[config.mk]
export PLATFORM = sky130hd
export DESIGN_NAME = trf_formatter
export DESIGN_NICKNAME = d
export VERILOG_FILES = /design/src/pkg/trf_pkg.sv /design/src/design/trf_formatter.sv /design/src/design/trf_report_buf.sv
export VERILOG_INCLUDE_DIRS = /design/src /design/src/pkg
export SDC_FILE = /design/constraint.sdc
export NUM_CORES = 1
export LEC_CHECK = 0
export BUFFER_PORTS_ARGS = -buffer_cell sky130_fd_sc_hd__buf_2
export CAP_MARGIN = 0
export CELL_PAD_IN_SITES_DETAIL_PLACEMENT = 0
export CELL_PAD_IN_SITES_GLOBAL_PLACEMENT = 2
export CORE_MARGIN = 5
export CORE_UTILIZATION = 37
export DETAILED_ROUTE_END_ITERATION = 8
export GPL_TIMING_DRIVEN = 0
export PLACE_DENSITY = 0.95
export SETUP_SLACK_MARGIN = 0.4
export SLEW_MARGIN = 20
export SYNTH_ARGS = -nofsm -noshare
export SYNTH_HDL_FRONTEND = slang
export SYNTH_SLANG_ARGS = --single-unit
[constraint.sdc]
create_clock -name hclk -period 4.9 [get_ports hclk]
set_clock_uncertainty 0.05 [all_clocks]
set_input_delay 0.735 -clock hclk [delete_from_list [all_inputs] [get_ports hclk]]
set_output_delay 0.735 -clock hclk [all_outputs]
set_load 0.005 [all_outputs]
[src/pkg/trf_defs.svh]
// Purpose: constants of the touch report formatter
// Assumes: 100 MHz system clock, AHB-Lite register window of four words
// Notes: offsets are byte addresses
`ifndef TRF_DEFS_SVH
`define TRF_DEFS_SVH

`define TRF_CLK_HZ 100000000
`define TRF_COMPAT_PTS_PER_S 125
`define TRF_RPT_BYTES 8
`define TRF_IDX_LAST 3'h7

`define TRF_OFS_SEL 12'h000
`define TRF_OFS_STAT 12'h004
`define TRF_OFS_IDENT 12'h008
`define TRF_OFS_USBREV 12'h00c

`define TRF_CODE_OFF 3'h0
`define TRF_CODE_ON 3'h1
`define TRF_CODE_COMPAT 3'h2
`define TRF_CODE_PACKED 3'h3
`define TRF_CODE_TOOL 3'h6
`define TRF_CODE_RESTORE 3'h7

`define TRF_COMPAT_REPORT_CODE 8'h01
`define TRF_PACKED_DRIVER_REPORT_CODE 8'h02
`define TRF_PACKED_TOOL_REPORT_CODE 8'h07
`define TRF_TOUCHED_BYTE 8'h01
`define TRF_UNTOUCHED_BYTE 8'h00
`define TRF_COORD10_MAX 10'h3ff

`define TRF_USB_REV_BCD 16'h0110
`define TRF_VENDOR_CODE 16'h1234
`define TRF_PRODUCT_CODE 16'h5678

`define TRF_SEL_RESET 3'h2

`endif

[src/pkg/trf_pkg.sv]
// Purpose: types of the touch report formatter
// Assumes: constants live in trf_defs.svh
// Notes: none
package trf_pkg;
    typedef enum logic [1:0] {
        TRF_LAY_COMPAT = 2'b00,
        TRF_LAY_PACKED = 2'b01,
        TRF_LAY_TOOL = 2'b10
    } trf_layout_e;

    typedef enum logic [1:0] {
        TRF_ST_IDLE = 2'b00,
        TRF_ST_LOAD = 2'b01,
        TRF_ST_SEND = 2'b10
    } trf_state_e;
endpackage

[src/design/trf_formatter.sv]
// Purpose: turns touch points into eight-byte input reports, three layouts
// Assumes: point source and report sink share hclk; AHB-Lite register access
// Notes: coordinates arrive as 12-bit values with lower-left origin
//
// Implementation choices: the address map and the AHB-Lite register port.
`timescale 1ns/10ps
`include "trf_defs.svh"

// Function
// - first byte of every report is its identifier, naming the layout.
// - identifiers 1 compatible, 2 packed for drivers, 7 packed for utilities.
// - compatible layout is active after reset, sent whenever a new point arrives.
// - compatible layout sends at most 125 points per second.
// - compatible coordinates use upper-left origin.
// - compatible byte 0 is 0x01, byte 1 is 0x01 touched else 0x00.
// - compatible 10-bit X in bytes 2/3, 10-bit Y in bytes 4/5, low first.
// - packed report carries two points, identifier 0x02 or 0x07.
// - packed byte 1 status1 low nibble, X1 low nibble high; byte 2 X1[11:4].
// - packed byte 3 Y1[7:0]; byte 4 Y1[11:8] low, status2 high.
// - packed byte 5 X2[7:0]; byte 6 X2[11:8], Y2[3:0]; byte 7 Y2[11:4].
// - status nibble bit 0 touched, bit 1 valid, bits 2 and 3 zero.
// - first packed point always valid, only second may be invalid.
// - reports go out only on sensor events; register reads answer requests.
// - device reports USB revision 1.1.
// - fixed vendor and product codes readable for host drivers.
// - one layout active at a time; a new selection replaces the old.
// - codes 0 off, 1 on, 2 compatible, 3 packed, 6 utility, 7 restore.
module trf_formatter
    import trf_pkg::*;
#(
    parameter int COMPAT_GAP_CYC = `TRF_CLK_HZ / `TRF_COMPAT_PTS_PER_S
) (
    input wire logic hclk,
    input wire logic hresetn,
    input wire logic hsel,
    input wire logic [11:0] haddr,
    input wire logic [1:0] htrans,
    input wire logic hwrite,
    input wire logic [2:0] hsize,
    input wire logic [31:0] hwdata,
    input wire logic hready,
    output logic [31:0] hrdata,
    output logic hreadyout,
    output logic hresp,
    input wire logic pt_valid,
    output logic pt_ready,
    input wire logic [11:0] pt1_x,
    input wire logic [11:0] pt1_y,
    input wire logic pt1_touch,
    input wire logic pt2_valid,
    input wire logic [11:0] pt2_x,
    input wire logic [11:0] pt2_y,
    input wire logic pt2_touch,
    output logic rpt_valid,
    input wire logic rpt_ready,
    output logic [7:0] rpt_data,
    output logic rpt_last,
    output logic rpt_tool_pipe
);
    function automatic logic addr_is(input logic [11:0] a, input logic [11:0] ofs);
        addr_is = (a[11:2] == ofs[11:2]);
    endfunction

    // status nibble: bit0 touched, bit1 valid, upper bits unused
    function automatic logic [3:0] status_nib(input logic valid, input logic touch);
        status_nib = {2'b00, valid, touch & valid};
    endfunction

    trf_state_e state_q;
    trf_state_e state_d;
    trf_layout_e layout_q;
    trf_layout_e prev_layout_q;
    trf_layout_e rpt_layout_q;
    logic enabled_q;
    logic [2:0] sel_code_q;
    logic [2:0] idx_q;
    logic [2:0] idx_d;
    logic [19:0] gap_q;
    logic [15:0] rpt_cnt_q;
    logic [63:0] rpt_bytes;
    logic [9:0] cx10;
    logic [9:0] cy10;
    logic take_pt;
    logic gap_ok;
    logic rpt_done;
    logic [7:0] rd_byte;

    logic ap_q;
    logic ap_write_q;
    logic [11:0] ap_addr_q;
    logic ap_take;
    logic sel_wr;
    logic [31:0] rd_mux;

    // zero wait states: every transfer completes in its first data cycle
    assign hreadyout = 1'b1;
    assign hresp = 1'b0;
    assign ap_take = hsel & htrans[1] & hready;

    always_ff @(posedge hclk or negedge hresetn) begin
        if (!hresetn) begin
            ap_q <= 1'b0;
            ap_write_q <= 1'b0;
            ap_addr_q <= 12'h000;
        end else if (hready) begin
            ap_q <= ap_take;
            ap_write_q <= hwrite;
            ap_addr_q <= haddr;
        end
    end

    // read data are chosen in the address phase so they leave a flip-flop
    always_comb begin
        rd_mux = 32'h0000_0000;
        if (addr_is(haddr, `TRF_OFS_SEL)) begin
            rd_mux = {29'h0, sel_code_q};
        end else if (addr_is(haddr, `TRF_OFS_STAT)) begin
            rd_mux = {rpt_cnt_q, 9'h000, ~gap_ok, (state_q != TRF_ST_IDLE), enabled_q,
                      2'b00, layout_q};
        end else if (addr_is(haddr, `TRF_OFS_IDENT)) begin
            rd_mux = {`TRF_PRODUCT_CODE, `TRF_VENDOR_CODE};
        end else if (addr_is(haddr, `TRF_OFS_USBREV)) begin
            rd_mux = {16'h0000, `TRF_USB_REV_BCD};
        end
    end

    always_ff @(posedge hclk or negedge hresetn) begin
        if (!hresetn) begin
            hrdata <= 32'h0000_0000;
        end else if (ap_take && !hwrite) begin
            hrdata <= rd_mux;
        end
    end

    assign sel_wr = ap_q & ap_write_q & addr_is(ap_addr_q, `TRF_OFS_SEL);

    // layout selection; unknown codes are stored but change nothing
    always_ff @(posedge hclk or negedge hresetn) begin
        if (!hresetn) begin
            sel_code_q <= `TRF_SEL_RESET;
            enabled_q <= 1'b1;
            layout_q <= TRF_LAY_COMPAT;
            prev_layout_q <= TRF_LAY_COMPAT;
        end else if (sel_wr) begin
            sel_code_q <= hwdata[2:0];
            case (hwdata[2:0])
                `TRF_CODE_OFF: begin
                    enabled_q <= 1'b0;
                end
                `TRF_CODE_ON: begin
                    enabled_q <= 1'b1;
                end
                `TRF_CODE_COMPAT: begin
                    layout_q <= TRF_LAY_COMPAT;
                    prev_layout_q <= TRF_LAY_COMPAT;
                end
                `TRF_CODE_PACKED: begin
                    layout_q <= TRF_LAY_PACKED;
                    prev_layout_q <= TRF_LAY_PACKED;
                end
                `TRF_CODE_TOOL: begin
                    layout_q <= TRF_LAY_TOOL;
                end
                `TRF_CODE_RESTORE: begin
                    layout_q <= prev_layout_q;
                end
                default: begin
                    layout_q <= layout_q;
                end
            endcase
        end
    end

    // compatible-layout pacing: source is stalled rather than points dropped
    assign gap_ok = (gap_q == 20'h00000);

    always_ff @(posedge hclk or negedge hresetn) begin
        if (!hresetn) begin
            gap_q <= 20'h00000;
        end else if (take_pt && layout_q == TRF_LAY_COMPAT) begin
            gap_q <= 20'(COMPAT_GAP_CYC - 1);
        end else if (!gap_ok) begin
            gap_q <= gap_q - 20'h00001;
        end
    end

    // while reports are off the source is drained and its points discarded
    assign pt_ready = (state_q == TRF_ST_IDLE) &&
                      (!enabled_q || layout_q != TRF_LAY_COMPAT || gap_ok);
    assign take_pt = pt_valid & pt_ready & enabled_q;

    // flip Y for the upper-left origin, drop the two low bits for 10-bit range
    assign cx10 = pt1_x[11:2];
    assign cy10 = `TRF_COORD10_MAX - pt1_y[11:2];

    always_comb begin
        rpt_bytes = 64'h0;
        if (layout_q == TRF_LAY_COMPAT) begin
            rpt_bytes[7:0] = `TRF_COMPAT_REPORT_CODE;
            rpt_bytes[15:8] = pt1_touch ? `TRF_TOUCHED_BYTE : `TRF_UNTOUCHED_BYTE;
            rpt_bytes[23:16] = cx10[7:0];
            rpt_bytes[31:24] = {6'h00, cx10[9:8]};
            rpt_bytes[39:32] = cy10[7:0];
            rpt_bytes[47:40] = {6'h00, cy10[9:8]};
            rpt_bytes[63:48] = 16'h0000;
        end else begin
            if (layout_q == TRF_LAY_TOOL) begin
                rpt_bytes[7:0] = `TRF_PACKED_TOOL_REPORT_CODE;
            end else begin
                rpt_bytes[7:0] = `TRF_PACKED_DRIVER_REPORT_CODE;
            end
            rpt_bytes[15:8] = {pt1_x[3:0], status_nib(1'b1, pt1_touch)};
            rpt_bytes[23:16] = pt1_x[11:4];
            rpt_bytes[31:24] = pt1_y[7:0];
            rpt_bytes[39:32] = {status_nib(pt2_valid, pt2_touch), pt1_y[11:8]};
            rpt_bytes[47:40] = pt2_x[7:0];
            rpt_bytes[55:48] = {pt2_y[3:0], pt2_x[11:8]};
            rpt_bytes[63:56] = pt2_y[11:4];
        end
    end

    // report sequencer: capture, one cycle to fetch byte 0, then stream
    assign rpt_done = (state_q == TRF_ST_SEND) && rpt_ready && (idx_q == `TRF_IDX_LAST);

    always_comb begin
        state_d = state_q;
        idx_d = idx_q;
        case (state_q)
            TRF_ST_IDLE: begin
                idx_d = 3'h0;
                if (take_pt) begin
                    state_d = TRF_ST_LOAD;
                end
            end
            TRF_ST_LOAD: begin
                idx_d = 3'h0;
                state_d = TRF_ST_SEND;
            end
            TRF_ST_SEND: begin
                if (rpt_ready) begin
                    if (idx_q == `TRF_IDX_LAST) begin
                        state_d = TRF_ST_IDLE;
                        idx_d = 3'h0;
                    end else begin
                        idx_d = idx_q + 3'h1;
                    end
                end
            end
            default: begin
                state_d = TRF_ST_IDLE;
                idx_d = 3'h0;
            end
        endcase
    end

    always_ff @(posedge hclk or negedge hresetn) begin
        if (!hresetn) begin
            state_q <= TRF_ST_IDLE;
            idx_q <= 3'h0;
        end else begin
            state_q <= state_d;
            idx_q <= idx_d;
        end
    end

    // a layout change mid-report does not disturb the report in flight
    always_ff @(posedge hclk or negedge hresetn) begin
        if (!hresetn) begin
            rpt_layout_q <= TRF_LAY_COMPAT;
        end else if (take_pt) begin
            rpt_layout_q <= layout_q;
        end
    end

    always_ff @(posedge hclk or negedge hresetn) begin
        if (!hresetn) begin
            rpt_cnt_q <= 16'h0000;
        end else if (rpt_done) begin
            rpt_cnt_q <= rpt_cnt_q + 16'h0001;
        end
    end

    trf_report_buf u_buf (
        .hclk(hclk),
        .hresetn(hresetn),
        .wr_en(take_pt),
        .wr_data(rpt_bytes),
        .rd_addr(idx_d),
        .rd_data(rd_byte)
    );

    assign rpt_valid = (state_q == TRF_ST_SEND);
    assign rpt_data = rd_byte;
    assign rpt_last = (state_q == TRF_ST_SEND) && (idx_q == `TRF_IDX_LAST);
    // utility reports leave on the control pipe, the others on the interrupt pipe
    assign rpt_tool_pipe = (rpt_layout_q == TRF_LAY_TOOL);
endmodule

[src/design/trf_report_buf.sv]
// Purpose: eight-byte report store with registered read port
// Assumes: whole report written in one cycle
// Notes: read data appear one edge after rd_addr
`timescale 1ns/10ps
module trf_report_buf (
    input wire logic hclk,
    input wire logic hresetn,
    input wire logic wr_en,
    input wire logic [63:0] wr_data,
    input wire logic [2:0] rd_addr,
    output logic [7:0] rd_data
);
    logic [7:0] mem_q [0:7];

    genvar gi;
    generate
        for (gi = 0; gi < 8; gi = gi + 1) begin : g_byte
            always_ff @(posedge hclk or negedge hresetn) begin
                if (!hresetn) begin
                    mem_q[gi] <= 8'h00;
                end else if (wr_en) begin
                    mem_q[gi] <= wr_data[gi*8 +: 8];
                end
            end
        end
    endgenerate

    always_ff @(posedge hclk or negedge hresetn) begin
        if (!hresetn) begin
            rd_data <= 8'h00;
        end else begin
            rd_data <= mem_q[rd_addr];
        end
    end
endmodule

# [Word level (Yosys, flattened, before mapping)]
# Index checks and enable logic that the tools add are counted.
# W data, S select, Z words.
[classes] shifts=0 order_cmp=1 reduce_logical=25 add_sub_neg=4 mux=22 multipliers=0 div_mod_pow=0 n_bitwise=9 eq_ne=17
[op_table] op="$mux W32" n=2
[op_table] op="$mux W64" n=1
[op_table] op="$mux W20" n=2
[op_table] op="$mux W31" n=1
[op_table] op="$bmux W8 S3" n=1
[op_table] op="$eq A10 B2 Y1 const B" n=2
[op_table] op="$logic_not A10 Y1" n=2
[op_table] op="$logic_not A20 Y1" n=1
[op_table] op="$sub A20 B1 Y20 const B" n=1
[op_table] op="$add A16 B1 Y16 const B" n=1
[op_table] op="$mux W8" n=2
[op_table] op="$mux W3" n=4
[op_table] op="$eq A10 B1 Y1 const B" n=1
[op_table] op="$sub A10 B10 Y10 const A" n=1
[op_table] op="$eq A3 B3 Y1 const B" n=3
[op_table] op="$mux W9" n=1
[op_table] op="$pmux W2 S4" n=1
[op_table] op="$reduce_bool A2 Y1" n=4
[op_table] op="$and A1 B1 Y1" n=7
[op_table] op="$eq A2 B2 Y1 const B" n=3
[op_table] op="$eq A3 B2 Y1 const B" n=2
[op_table] op="$logic_and A1 B1 Y1" n=6
[op_table] op="$mux W2" n=3
[op_table] op="$ne A2 B1 Y1 const B" n=3
[op_table] op="other kinds (18)" n=23
[word_totals] output_inout_bits=46 mem_bits_ro=0 latchBits=0 input_bits=107 elab_cells=100 ram_bits=0 regBits=169 memories=0

# [Longest topological paths before layout]
# Gate-level depths: netlist (run 1).
[logic_depth] word_depth=8 mapped_depth=9 mapped_depth_nobuf=8

# [Cells and area by module]
# Synthesis (run 1) repeated with hierarchy kept, for this count alone.
[hier_totals] cells_unflattened=631 area_unflattened_um2=7569.8
[modules_own_cells] mod="trf_formatter" n_inst=1 seq_area_each_um2=2154.6 area_per_inst_um2=4463.0 cells_each=459
[modules_own_cells] mod="trf_report_buf" n_inst=1 seq_area_each_um2=1801.7 area_per_inst_um2=3106.7 cells_each=172

# [Least setup slack after synthesis (run 1)]
# No wires, ideal clock.
[synth_timing] path_type="reg2out" from="register gap_q[0]" to="output port pt_ready" n_path_buf=0 stages_incl_launch_ff=7 arrival_time_ns=1.719 t_required_ns=4.115 setup_slack_ns=2.396 path_cell_list="dfrtp_1 inv_1 ha_1 or4b_1 nor4_1 nand2_1 a31oi_1"
[synth_between] elab_chain_len=3
[synth_rtl] item="start, declared" line_no="trf_formatter.sv:78" source="logic [19:0] gap_q;"
[synth_rtl] item="start signal, assigned" line_no="trf_formatter.sv:181" source="gap_q <= 20'(COMPAT_GAP_CYC - 1);"
[synth_rtl] item="start signal, assigned" line_no="trf_formatter.sv:183" source="gap_q <= gap_q - 20'h00001;"
[synth_rtl] item="$logic_not A20 Y1" line_no="trf_formatter.sv:175" source="assign gap_ok = (gap_q == 20'h00000);"
[synth_rtl] item="$logic_or A1 B1 Y1" line_no="trf_formatter.sv:189" source="(!enabled_q || layout_q != TRF_LAY_COMPAT || gap_ok);"
[synth_rtl] item="$logic_and A1 B1 Y1" line_no="trf_formatter.sv:188" source="assign pt_ready = (state_q == TRF_ST_IDLE) &&"
[synth_rtl] item="end, declared" line_no="trf_formatter.sv:46" source="output logic pt_ready,"
# Every way passes these cells.

# [Worst setup path in the final report (run 1)]
# Same ends and word-level chain as after synthesis.

==> run metrics, run 1 <==
outcome=completed; DR pass1 iterations=5; Synth top cells by count=dfrtp_1, nand2_1, a22o_1; sequential power share=43.0%; CP top delay family=simple AND/OR/NAND/NOR gates; gpl congestion=0.819; Sw Ratio=26.6%; PostCTS Resize Cnt=0; row count=49; top-area cell type share of the netlist area=54.2%; Die Span Y=146 um; GR Util All Layers=16.5%; YS warnings=0; mapped cell area=6840 sq um; path type of the worst setup path=reg2out; die width=146 um; Hold WC Path Type=in2async; adder-cell area share of the yosys netlist=0.915%; synth top area cells=dfrtp_1, a22o_1, mux2_2, mux2i_1, nand2_1; Arr. time, crit path=2.63 ns; area leader, netlist=dfrtp_1; Vias=5176; Startpoint Class=flip-flop; Routed Antenna Nets=0; IO buf count=105; Crit Path Max Fanout=5; Int Power=2.27 mW; largest family of logic cells by synthesized area=compound AO/OA/AOI/OAI gates; Post-synth EDFFs=0; Area Growth Syn to Fin=21.3%; Synth Flop Type=dfrtp_1; CTS tree=done; power per cell area=373 nW/um^2; clk_lat worst skew=0.42 ns; fraction of layout cells with a size suffix above 1=26.2%; register bit total from synthesis=150; compound-cell area share of the yosys netlist=14.8%; count of cell types in the netlist=63; Initial Util=37.8%; Final Power=3.09 mW; Die ar.=21300 sq um; gr ovfl total=0; Worst setup EP type=output pin; RSZ-0062 raised after global routing=false; # IOs=153; post-route setup TNS=0 ns; max-cap violations=0; Syn Area/Cell=11.1 sq um; Logic pwr share=15.7%; Layout Nets=862; period utilization=69.6%; DP HPWL=12600 um; initial antenna violation count=1; first-pass GRT wire length=28300 um; Fillers=1700; P_leak=3.97 nW; switching power=0.823 mW; critical path's slowest cell=or4b_1; pin count of the biggest net entering global routing=79; post-CTS setup buffers=0; clock buffer depth=2; Tightest Pin Transition=1.07 ns; clock root buffer=clkbuf_16; most common cell in the netlist=dfrtp_1; Worst Path Buf+Inv=2; CP peak stage delay=0.49 ns; vias in the first global route=5357; Post-CTS Hold Buffers=0; TritonCTS buffer count=17; Final Hold Viols=0; final WL=17100 um; Max Clk Rate=293 MHz; # setup viols final=0; WP depth=7; H-tree Lvls=4; Final Max Tran Viols=0; TritonCTS Sinks=150; crit path cell chain=inv_1 > ha_1 > or4b_1 > nor4_1 > nand2_1 > a31oi_1 > buf_2; DRT iter0 DRCs=314; Post-Synth Simple-Gate Area=13.2%; Core Region=18100 sq um; Syn Inst Count=618; Req. time, crit path=4.12 ns; # DRC=0; Slew headroom=28.4%; FF-to-FF path depth=6; Async SR Flop Fraction=100%; Worst VDD drop=0.188 mV; clock network power share=41.3%; register area share after synthesis=55.0%; CTS clock-pin slew for the worst setup and hold paths=0.06 ns; WL/cell=17.2 um; post-synthesis mux area share=9.06%; Period minus WS final=3.41 ns; Via-to-Cell Ratio=5.22; Synth Area in XOR/XNOR=3.20%; # diodes=0
## kinds of logic (layout without fill, tap and decap cells)
kind of cell	after synthesis	in the layout
and+or+nand+nor	174	174
muxes	58	58
xor gates and xnor gates	25	25
adders and majority gates	5	5
other	2	9
AOI/OAI and AO/OA	149	149
DFF	150	150
buffers and inverters	55	193
## path summary, 6_finish.rpt
kind / startpoint / end / slack, ns
setup / recovery: gap_q[0]$_DFFE_PN0P_ / pt_ready / 1.49
hold / removal: hresetn / ap_addr_q[11]$_DFFE_PN0P_ / 0.22
setup reg to reg: enabled_q$_DFFE_PN1P_ / u_buf.mem_q[33]$_DFFE_PN0P_ / 2.12
hold reg to reg: sel_code_q[1]$_DFFE_PN1P_ / sel_code_q[1]$_DFFE_PN1P_ / 0.41
max in group asynchronous: hresetn / u_buf.mem_q[21]$_DFFE_PN0P_ / 3.80
min in group hclk: sel_code_q[1]$_DFFE_PN1P_ / sel_code_q[1]$_DFFE_PN1P_ / 0.41
## through the flow
stage	utilization [%]	area, sq um	cells	hold slack, ns	worst slack (ns)
after floorplan	-	6860	625	0.389	2.40
after global placement	42.4	7670	959	0.397	0.769
after detailed placement	42.6	7710	960	0.401	1.90
after CTS	45.8	8290	992	0.243	1.47
after global routing	45.8	8290	992	0.266	1.30
final	45.8	8290	992	0.224	1.49
## power groups by stage
stage / Combinational (mW) / Sequential (mW) / Clock (mW)
after global routing: 0.545 / 1.34 / 1.36
after global placement: 0.486 / 1.35 / 0
after floorplan: 0.299 / 1.34 / 0
after detailed placement: 0.487 / 1.35 / 0
final: 0.484 / 1.33 / 1.28
after CTS: 0.490 / 1.33 / 1.30
## layout make-up
class	count	area (sq um)	area share, %
clock buffers	23	478	5.77
well taps	229	287	3.46
repair buffers	106	563	6.79
multi-input cells	420	2850	34.4
inverters	13	48.8	0.589
plain buffers	42	206	2.49
flip-flops and latches	150	3760	45.3
clock inverters	9	100	1.21
## registers in the layout (all words and copies together), names as in the netlist
| signal | count |
|---|---|
| ap_addr_q | 10 |
| ap_q | 1 |
| ap_write_q | 1 |
| enabled_q | 1 |
| gap_q | 20 |
| hrdata | 24 |
| idx_q | 3 |
| layout_q | 2 |
| prev_layout_q | 1 |
| rpt_cnt_q | 16 |
| rpt_layout_q | 2 |
| sel_code_q | 3 |
| state_q | 2 |
| u_buf.mem_q | 56 |
| u_buf.rd_data | 8 |
## placed cells by master, fill, tap and decap left out, drive strengths merged, types with 4 or more instances in the layout
master	n
clkinv	7
o21ai	34
nand2	57
a21oi	38
nor3	18
dfrtp	148
or2	5
xnor2	14
mux2	31
nor4	11
nor2	31
nand4	8
conb	9
mux2i	27
inv	11
nand3	8
or4	7
clkbuf	44
a22o	45
xor2	11
nand2b	4
nor2b	5
buf	127
o31ai	7
ha	5
o21a	4
## metal layers
| metal | vias to the layer above | GRT usage (%) | share of wire [%] |
|---|---|---|---|
| li1 | 2497 | - | - |
| met1 | 2529 | 22.1 | 45 |
| met2 | 125 | 26.5 | 49 |
| met3 | 23 | 3.64 | 4.3 |
| met4 | 2 | 6.03 | 2.1 |
| met5 | - | 0 | 0.076 |
Power figures use the tool's default switching activity.
==> run 2: changes to the inputs <==
- ABC_AREA: not set -> 1
- CORE_UTILIZATION: 37 -> 32
- PLACE_DENSITY: 0.95 -> 0.93
- clock period: 4.9 -> 3.5 ns (I/O delays scaled with it)
==> run 2 against run 1 <==
Synthesized cell count is 56% higher. Routed wire length is 23% higher. Global-route usage down 0.40 points. Sequential power increased by 47%. Largest power group is now clock.
==> run metrics, run 2 <==
worst hold slack=0.0412 ns (was 0.224 ns); DP HPWL=15700 um (was 12600 um); Final Hold Viols=0 (unchanged); Post-synth EDFFs=0 (unchanged); Worst Setup EP=pt_ready (unchanged); area post-placement=8500 sq um (was 7710 sq um); Final Power=4.98 mW (was 3.09 mW); Routed Antenna Nets=0 (unchanged); Syn Area/Cell=7.79 sq um (was 11.1 sq um); Vias=6510 (was 5176); TritonCTS buffer count=17 (unchanged); Arr. time, crit path=1.81 ns (was 2.63 ns); commonest cells after routing, fill and taps aside=nand2_1, dfrtp_1, buf_2, inv_1, nor2_1 (was dfrtp_1, buf_2, nand2_1, a22o_1, a21oi_1); critical path's slowest cell=dfrtp_1 (was or4b_1); design area=9140 sq um (was 8290 sq um); RSZ-0062 raised after global routing=false (unchanged); # DRC=0 (unchanged); WP depth=7 (unchanged); Biggest register=u_buf.mem_q (unchanged); Worst Path Buf+Inv=3 (was 2); most common cell in the netlist=nand2_1 (was dfrtp_1); worst reg2reg startpoint=idx_q[0]$_DFF_PN0_ (was enabled_q$_DFFE_PN1P_); # IOs=153 (unchanged); Async SR Flop Fraction=100% (unchanged); Worst setup EP type=output pin (unchanged); pin count of the biggest net entering global routing=83 (was 79); Via-to-Cell Ratio=4.56 (was 5.22); area leader, netlist=dfrtp_1 (unchanged); Synth top cells by count=nand2_1, dfrtp_1, inv_1 (was dfrtp_1, nand2_1, a22o_1); # setup viols final=0 (unchanged); DP Worst Slack=1.30 ns (was 1.90 ns); IO buf count=108 (was 105); clock buffer depth=2 (unchanged); CTS tree=done (unchanged); biggest regs=u_buf.mem_q x56, hrdata x24, gap_q x20 (unchanged); fraction of layout cells with a size suffix above 1=16.8% (was 26.2%); FF-to-FF path depth=10 (was 6); outcome=completed (unchanged); power per cell area=545 nW/um^2 (was 373 nW/um^2); Req. time, crit path=2.92 ns (was 4.12 ns); Max Clk Rate=419 MHz; register bit total from synthesis=150 (unchanged); WL/cell=14.7 um (was 17.2 um); CTS clock-pin slew for the worst setup and hold paths=0.07 ns (was 0.06 ns); path type of the worst setup path=reg2out (unchanged); Final Max Tran Viols=0 (unchanged); period utilization=68.3%; register area share after synthesis=50.1% (was 55.0%); first-pass GRT wire length=34000 um (was 28300 um); gpl congestion=0.863 (was 0.819); top-area cell type share of the netlist area=49.4% (was 54.2%); vias in the first global route=6472 (was 5357); worst reg2reg path endpoint=u_buf.rd_data[5]$_DFF_PN0_ (was u_buf.mem_q[33]$_DFFE_PN0P_); Syn Inst Count=962 (was 618); GR Util All Layers=16.1% (was 16.5%); Synth Flop Type=dfrtp_1 (unchanged); synth top area cells=dfrtp_1, nand2_1, o21ai_0, inv_1, nor2_1 (was dfrtp_1, a22o_1, mux2_2, mux2i_1, nand2_1); die width=163 um (was 146 um); Layout Nets=1209 (was 862); max FFs per register=56 (unchanged); row count=56 (was 49); initial antenna violation count=2 (was 1); Hold WC Path Type=in2async (unchanged); Initial Util=32.2% (was 37.8%); H-tree Lvls=4 (unchanged); Core Region=23300 sq um (was 18100 sq um); Area Growth Syn to Fin=21.9% (was 21.3%); count of cell types in the netlist=35 (was 63); gr ovfl total=0 (unchanged); clock root buffer=clkbuf_16 (unchanged); Period minus WS final=2.39 ns; Worst VDD drop=0.253 mV (was 0.188 mV); worst setup margin=1.11 ns (was 1.49 ns); final WL=21100 um (was 17100 um); R2R setup slack=1.29 ns (was 2.12 ns); CP top delay family=simple AND/OR/NAND/NOR gates (unchanged); CP peak stage delay=0.45 ns (was 0.49 ns); TritonCTS Sinks=150 (unchanged); most common cell after layout, fill and taps aside=nand2_1 (was dfrtp_1); P_leak=4.70 nW (was 3.97 nW); Crit Path Max Fanout=6 (was 5); YS warnings=0 (unchanged); DR pass1 iterations=5 (unchanged); Die Span Y=163 um (was 146 um); Die ar.=26600 sq um (was 21300 sq um); post-CTS setup buffers=0 (unchanged); mapped cell area=7500 sq um (was 6840 sq um); crit path cell chain=nor2_2 > inv_2 > nor2_1 > nand2_2 > nand2_1 > inv_1 > buf_2 (was inv_1 > ha_1 > or4b_1 > nor4_1 > nand2_1 > a31oi_1 > buf_2); Tightest Pin Transition=0.711 ns (was 1.07 ns); final core occ=39.3% (was 45.8%); Startpoint Class=flip-flop (unchanged); clk_lat worst skew=0.43 ns (was 0.42 ns); PostCTS Resize Cnt=0 (unchanged); Slew headroom=52.4% (was 28.4%); DRT iter0 DRCs=369 (was 314); Post-CTS Hold Buffers=0 (unchanged); CP Launch Point=layout_q[0]$_DFFE_PN0P_ (was gap_q[0]$_DFFE_PN0P_); # diodes=0 (unchanged); max-cap violations=0 (unchanged)
-- run 2: kinds of logic (layout without fill, tap and decap cells) --
family	after synthesis	after routing	synth area share, %
adders and majority gates	5	5	0.834
and+or+nand+nor	509	509	28.4
buffers and inverters	138	279	8.14
muxes	10	10	1.34
other	2	9	0.100
xor gates and xnor gates	19	19	2.22
DFF	150	150	50.1
AOI/OAI and AO/OA	129	129	8.86
-- run 2: worst min-delay path by stage --
stage	start	to	slack, ns	depth (start not counted)
3_3_place_gp	ap_write_q$_DFFE_PN0P_	ap_write_q$_DFFE_PN0P_	0.40	2
6_report	hresetn	rpt_cnt_q[11]$_DFFE_PN0P_	0.04	1
3_5_place_dp	sel_code_q[1]$_DFFE_PN1P_	sel_code_q[1]$_DFFE_PN1P_	0.41	2
5_1_grt	hresetn	rpt_cnt_q[11]$_DFFE_PN0P_	0.08	1
2_1_floorplan	hresetn	ap_addr_q[10]$_DFFE_PN0P_	0.18	0
4_1_cts	hresetn	rpt_cnt_q[11]$_DFFE_PN0P_	0.07	1
-- run 2: stage by stage --
step	instances	setup TNS, ns
global placement	1396	-74.44
finish	1429	0
global route	1429	0
detailed placement	1397	0
floorplan	969	0
CTS	1429	0
-- run 2: routing by layer --
layer | GRT usage [%] | wire (um)
met5 | 0 | 21
met4 | 4.77 | 384
met3 | 4.39 | 924
met2 | 24.5 | 9390
met1 | 22.6 | 10300
-- run 2: report_power, final --
| group | internal, mW | total, mW | leakage, nW | switching [mW] |
|---|---|---|---|---|
| registers | 1.87 | 1.95 | 1.97 | 0.0882 |
| clock network | 1.22 | 2.00 | 0.309 | 0.776 |
| logic | 0.347 | 1.03 | 2.42 | 0.678 |
-- run 2: cell type report --
| class | count | area, sq um |
|---|---|---|
| fill | 2514 | 14100 |
| sequential | 150 | 3760 |
| multi-input combinational | 681 | 3160 |
| timing repair buffer | 109 | 578 |
| clock buffer | 18 | 439 |
| tap | 319 | 399 |
| inverter | 93 | 349 |
| buffer | 45 | 262 |
| clock inverter | 14 | 196 |
==> run 3: changes to the inputs <==
- CORE_UTILIZATION: 32 -> 28
- PLACE_DENSITY: 0.93 -> 0.87
- clock period: 3.5 -> 1.9 ns (I/O delays scaled with it)
==> run 3 against run 2 <==
Highest routed layer unchanged. Routed wire length is 13% higher. Critical endpoint unchanged. Register-to-register slack lost 1.3 ns. The run now ends with setup timing left. Global-route usage decreased by 0.70 points. Critical path depth grew 1. First-iteration DRC count up 37%. Core utilization increased by 2.3 points. Largest cell class is now multi-input combinational cells. Non-clock buffer count up 78.
==> run metrics, run 3 (same netlist as run 2, synthesis figures left out) <==
outcome=finished, violations left (was completed); failing checks=setup timing; hold path cells=3; row count=59 (was 56); Worst VDD drop=0.573 mV (was 0.253 mV); HP Start=haddr[6]; Biggest register=u_buf.mem_q (unchanged); max FFs per register=56 (unchanged); # IOs=153 (unchanged); Multi-input gate area=3860 sq um (was 3160 sq um); GR Util All Layers=15.4% (was 16.1%); final WL=23700 um (was 21100 um); WL/cell=15.6 um (was 14.7 um); period utilization=103%; Vias=7067 (was 6510); Die Span Y=174 um (was 163 um); Worst setup EP type=output pin (unchanged); # diodes=0 (unchanged); worst reg2reg path endpoint=u_buf.mem_q[8]$_DFFE_PN0P_ (was u_buf.rd_data[5]$_DFF_PN0_); Max Used Layer=met5 (unchanged); R2R setup slack=-0.04 ns (was 1.29 ns); clock buffer depth=2 (unchanged); Final Hold Viols=0 (unchanged); Core Region=26200 sq um (was 23300 sq um); gpl congestion=0.805 (was 0.863); first-pass GRT wire length=37700 um (was 34000 um); CTS clock-pin slew for the worst setup and hold paths=0.07 ns (about the same); Area Growth Syn to Fin=45.2% (was 21.9%); Initial Util=28.6% (was 32.2%); IO buf count=108 (unchanged); met3 WL=1060 um (was 924 um); gr ovfl total=0 (unchanged); Final Max Tran Viols=0 (unchanged); power per cell area=943 nW/um^2 (was 545 nW/um^2); Hold EP=ap_addr_q[6]$_DFFE_PN0P_; biggest regs=u_buf.mem_q x56, hrdata x24, gap_q x20 (unchanged); commonest cells after routing, fill and taps aside=nand2_1, dfrtp_1, buf_2, inv_1, nand2_2 (was nand2_1, dfrtp_1, buf_2, inv_1, nor2_1); Req. time, crit path=1.56 ns (was 2.92 ns); FF+latch area=3760 sq um (about the same); # DRC=0 (unchanged); Routed Antenna Nets=0 (unchanged); DRT iter0 DRCs=504 (was 369); initial antenna violation count=3 (was 2); Arr. time, crit path=1.63 ns (was 1.81 ns); clk_lat worst skew=0.43 ns (about the same); Layout Nets=1287 (was 1209); P_leak=5.39 nW (was 4.70 nW); path type of the worst setup path=reg2out (unchanged); Hold WC Path Type=in2reg (was in2async); # setup viols final=9 (was 0); Die ar.=30100 sq um (was 26600 sq um); Via-to-Cell Ratio=4.64 (was 4.56); CTS tree=done (unchanged); DP HPWL=16000 um (was 15700 um); die width=174 um (was 163 um); Startpoint Class=flip-flop (unchanged); Tightest Pin Transition=0.610 ns (was 0.711 ns); DR pass1 iterations=5 (unchanged); RSZ-0062 raised after global routing=true (was false); H-tree Lvls=4 (unchanged); pin count of the biggest net entering global routing=95 (was 83); FF-to-FF path depth=12 (was 10); fraction of layout cells with a size suffix above 1=37.7% (was 16.8%); Period minus WS final=1.97 ns; max-cap violations=0 (unchanged); DP Worst Slack=-0.160 ns (was 1.30 ns); final core occ=41.5% (was 39.3%); Max Clk Rate=509 MHz; worst setup margin=-0.0663 ns (was 1.11 ns); post-route setup TNS=-0.209 ns (was 0 ns); Slew headroom=59.4% (was 52.4%); Crit Path Max Fanout=3 (was 6); WL met2=11200 um (was 9390 um); most common cell after layout, fill and taps aside=nand2_1 (unchanged); vias in the first global route=7100 (was 6472); clock root buffer=clkbuf_16 (unchanged); Met1 Wirelength=10900 um (was 10300 um); TritonCTS Sinks=150 (unchanged); Fillers=2625 (was 2514); TritonCTS buffer count=17 (unchanged); worst reg2reg startpoint=gap_q[7]$_DFFE_PN0P_ (was idx_q[0]$_DFF_PN0_)
-- run 3: changes by cell type in the layout (fill, tap and decap cells not counted), sizes merged --
cell and delta:
clkinvlp -1, dlygate4sd3 +1, inv -1, buf +77, bufinv -1, clkbuf +3
-- run 3: worst max-delay path by stage --
stage | start | depth (start not counted) | end
3_3_place_gp | hresetn | 1 | u_buf.mem_q[8]$_DFFE_PN0P_
6_report | gap_q[7]$_DFFE_PN0P_ | 8 | pt_ready
2_1_floorplan | idx_q[0]$_DFF_PN0_ | 9 | u_buf.rd_data[0]$_DFF_PN0_
3_5_place_dp | layout_q[0]$_DFFE_PN0P_ | 7 | u_buf.mem_q[7]$_DFFE_PN0P_
4_1_cts | gap_q[1]$_DFFE_PN0P_ | 9 | pt_ready
5_1_grt | gap_q[17]$_DFFE_PN0P_ | 8 | pt_ready
-- run 3: timing repair --
action | CTS | global route
endpoints found under the setup margin | 109 | 134
hold buffers | 1 | 0
cloned | 5 | 7
hold endpoints to repair | 55 | 0
resized for setup | 163 | 154
buffers inserted | 49 | 16
pin swaps | 45 | 52
-- run 3: worst max-delay path, stage by stage (launching register included) --
cell	delay (ns)
dfrtp_1	0.40
nor2_2	0.16
nand2_2	0.10
nor2_2	0.13
nand3_4	0.10
nand2_4	0.09
nand2_4	0.06
inv_2	0.07
buf_6	0.08
-- run 3: through the flow --
step / power [mW] / instance area (sq um) / cells / hold WS [ns]
finish: 10.3 / 10900 / 1523 / 0.0297
global route: 10.8 / 10900 / 1523 / 0.0350
CTS: 10.0 / 10200 / 1500 / 0.0127
detailed placement: 5.70 / 8620 / 1413 / 0.201
global placement: 5.68 / 8580 / 1412 / 0.404
floorplan: 4.96 / 7620 / 969 / -0.0606
-- run 3: layout make-up --
| class | instances | area share [%] |
|---|---|---|
| clock buffers | 21 | 4.23 |
| well taps | 335 | 3.85 |
| flip-flops and latches | 150 | 34.6 |
| clock inverters | 11 | 1.36 |
| multi-input cells | 681 | 35.4 |
| inverters | 93 | 3.53 |
| repair buffers | 187 | 12.8 |
| plain buffers | 45 | 4.28 |
-- run 3: routing by layer --
| layer | up-vias | track usage [%] |
|---|---|---|
| li1 | 3500 | - |
| met1 | 3377 | 21.1 |
| met2 | 157 | 24.7 |
| met3 | 27 | 3.47 |
| met4 | 6 | 4.35 |
| met5 | - | 0 |
-- run 3: power breakdown --
group          switching (mW)  internal [mW]
Sequential              0.162           3.44
Clock                    1.40           2.14
Combinational            1.76           1.36
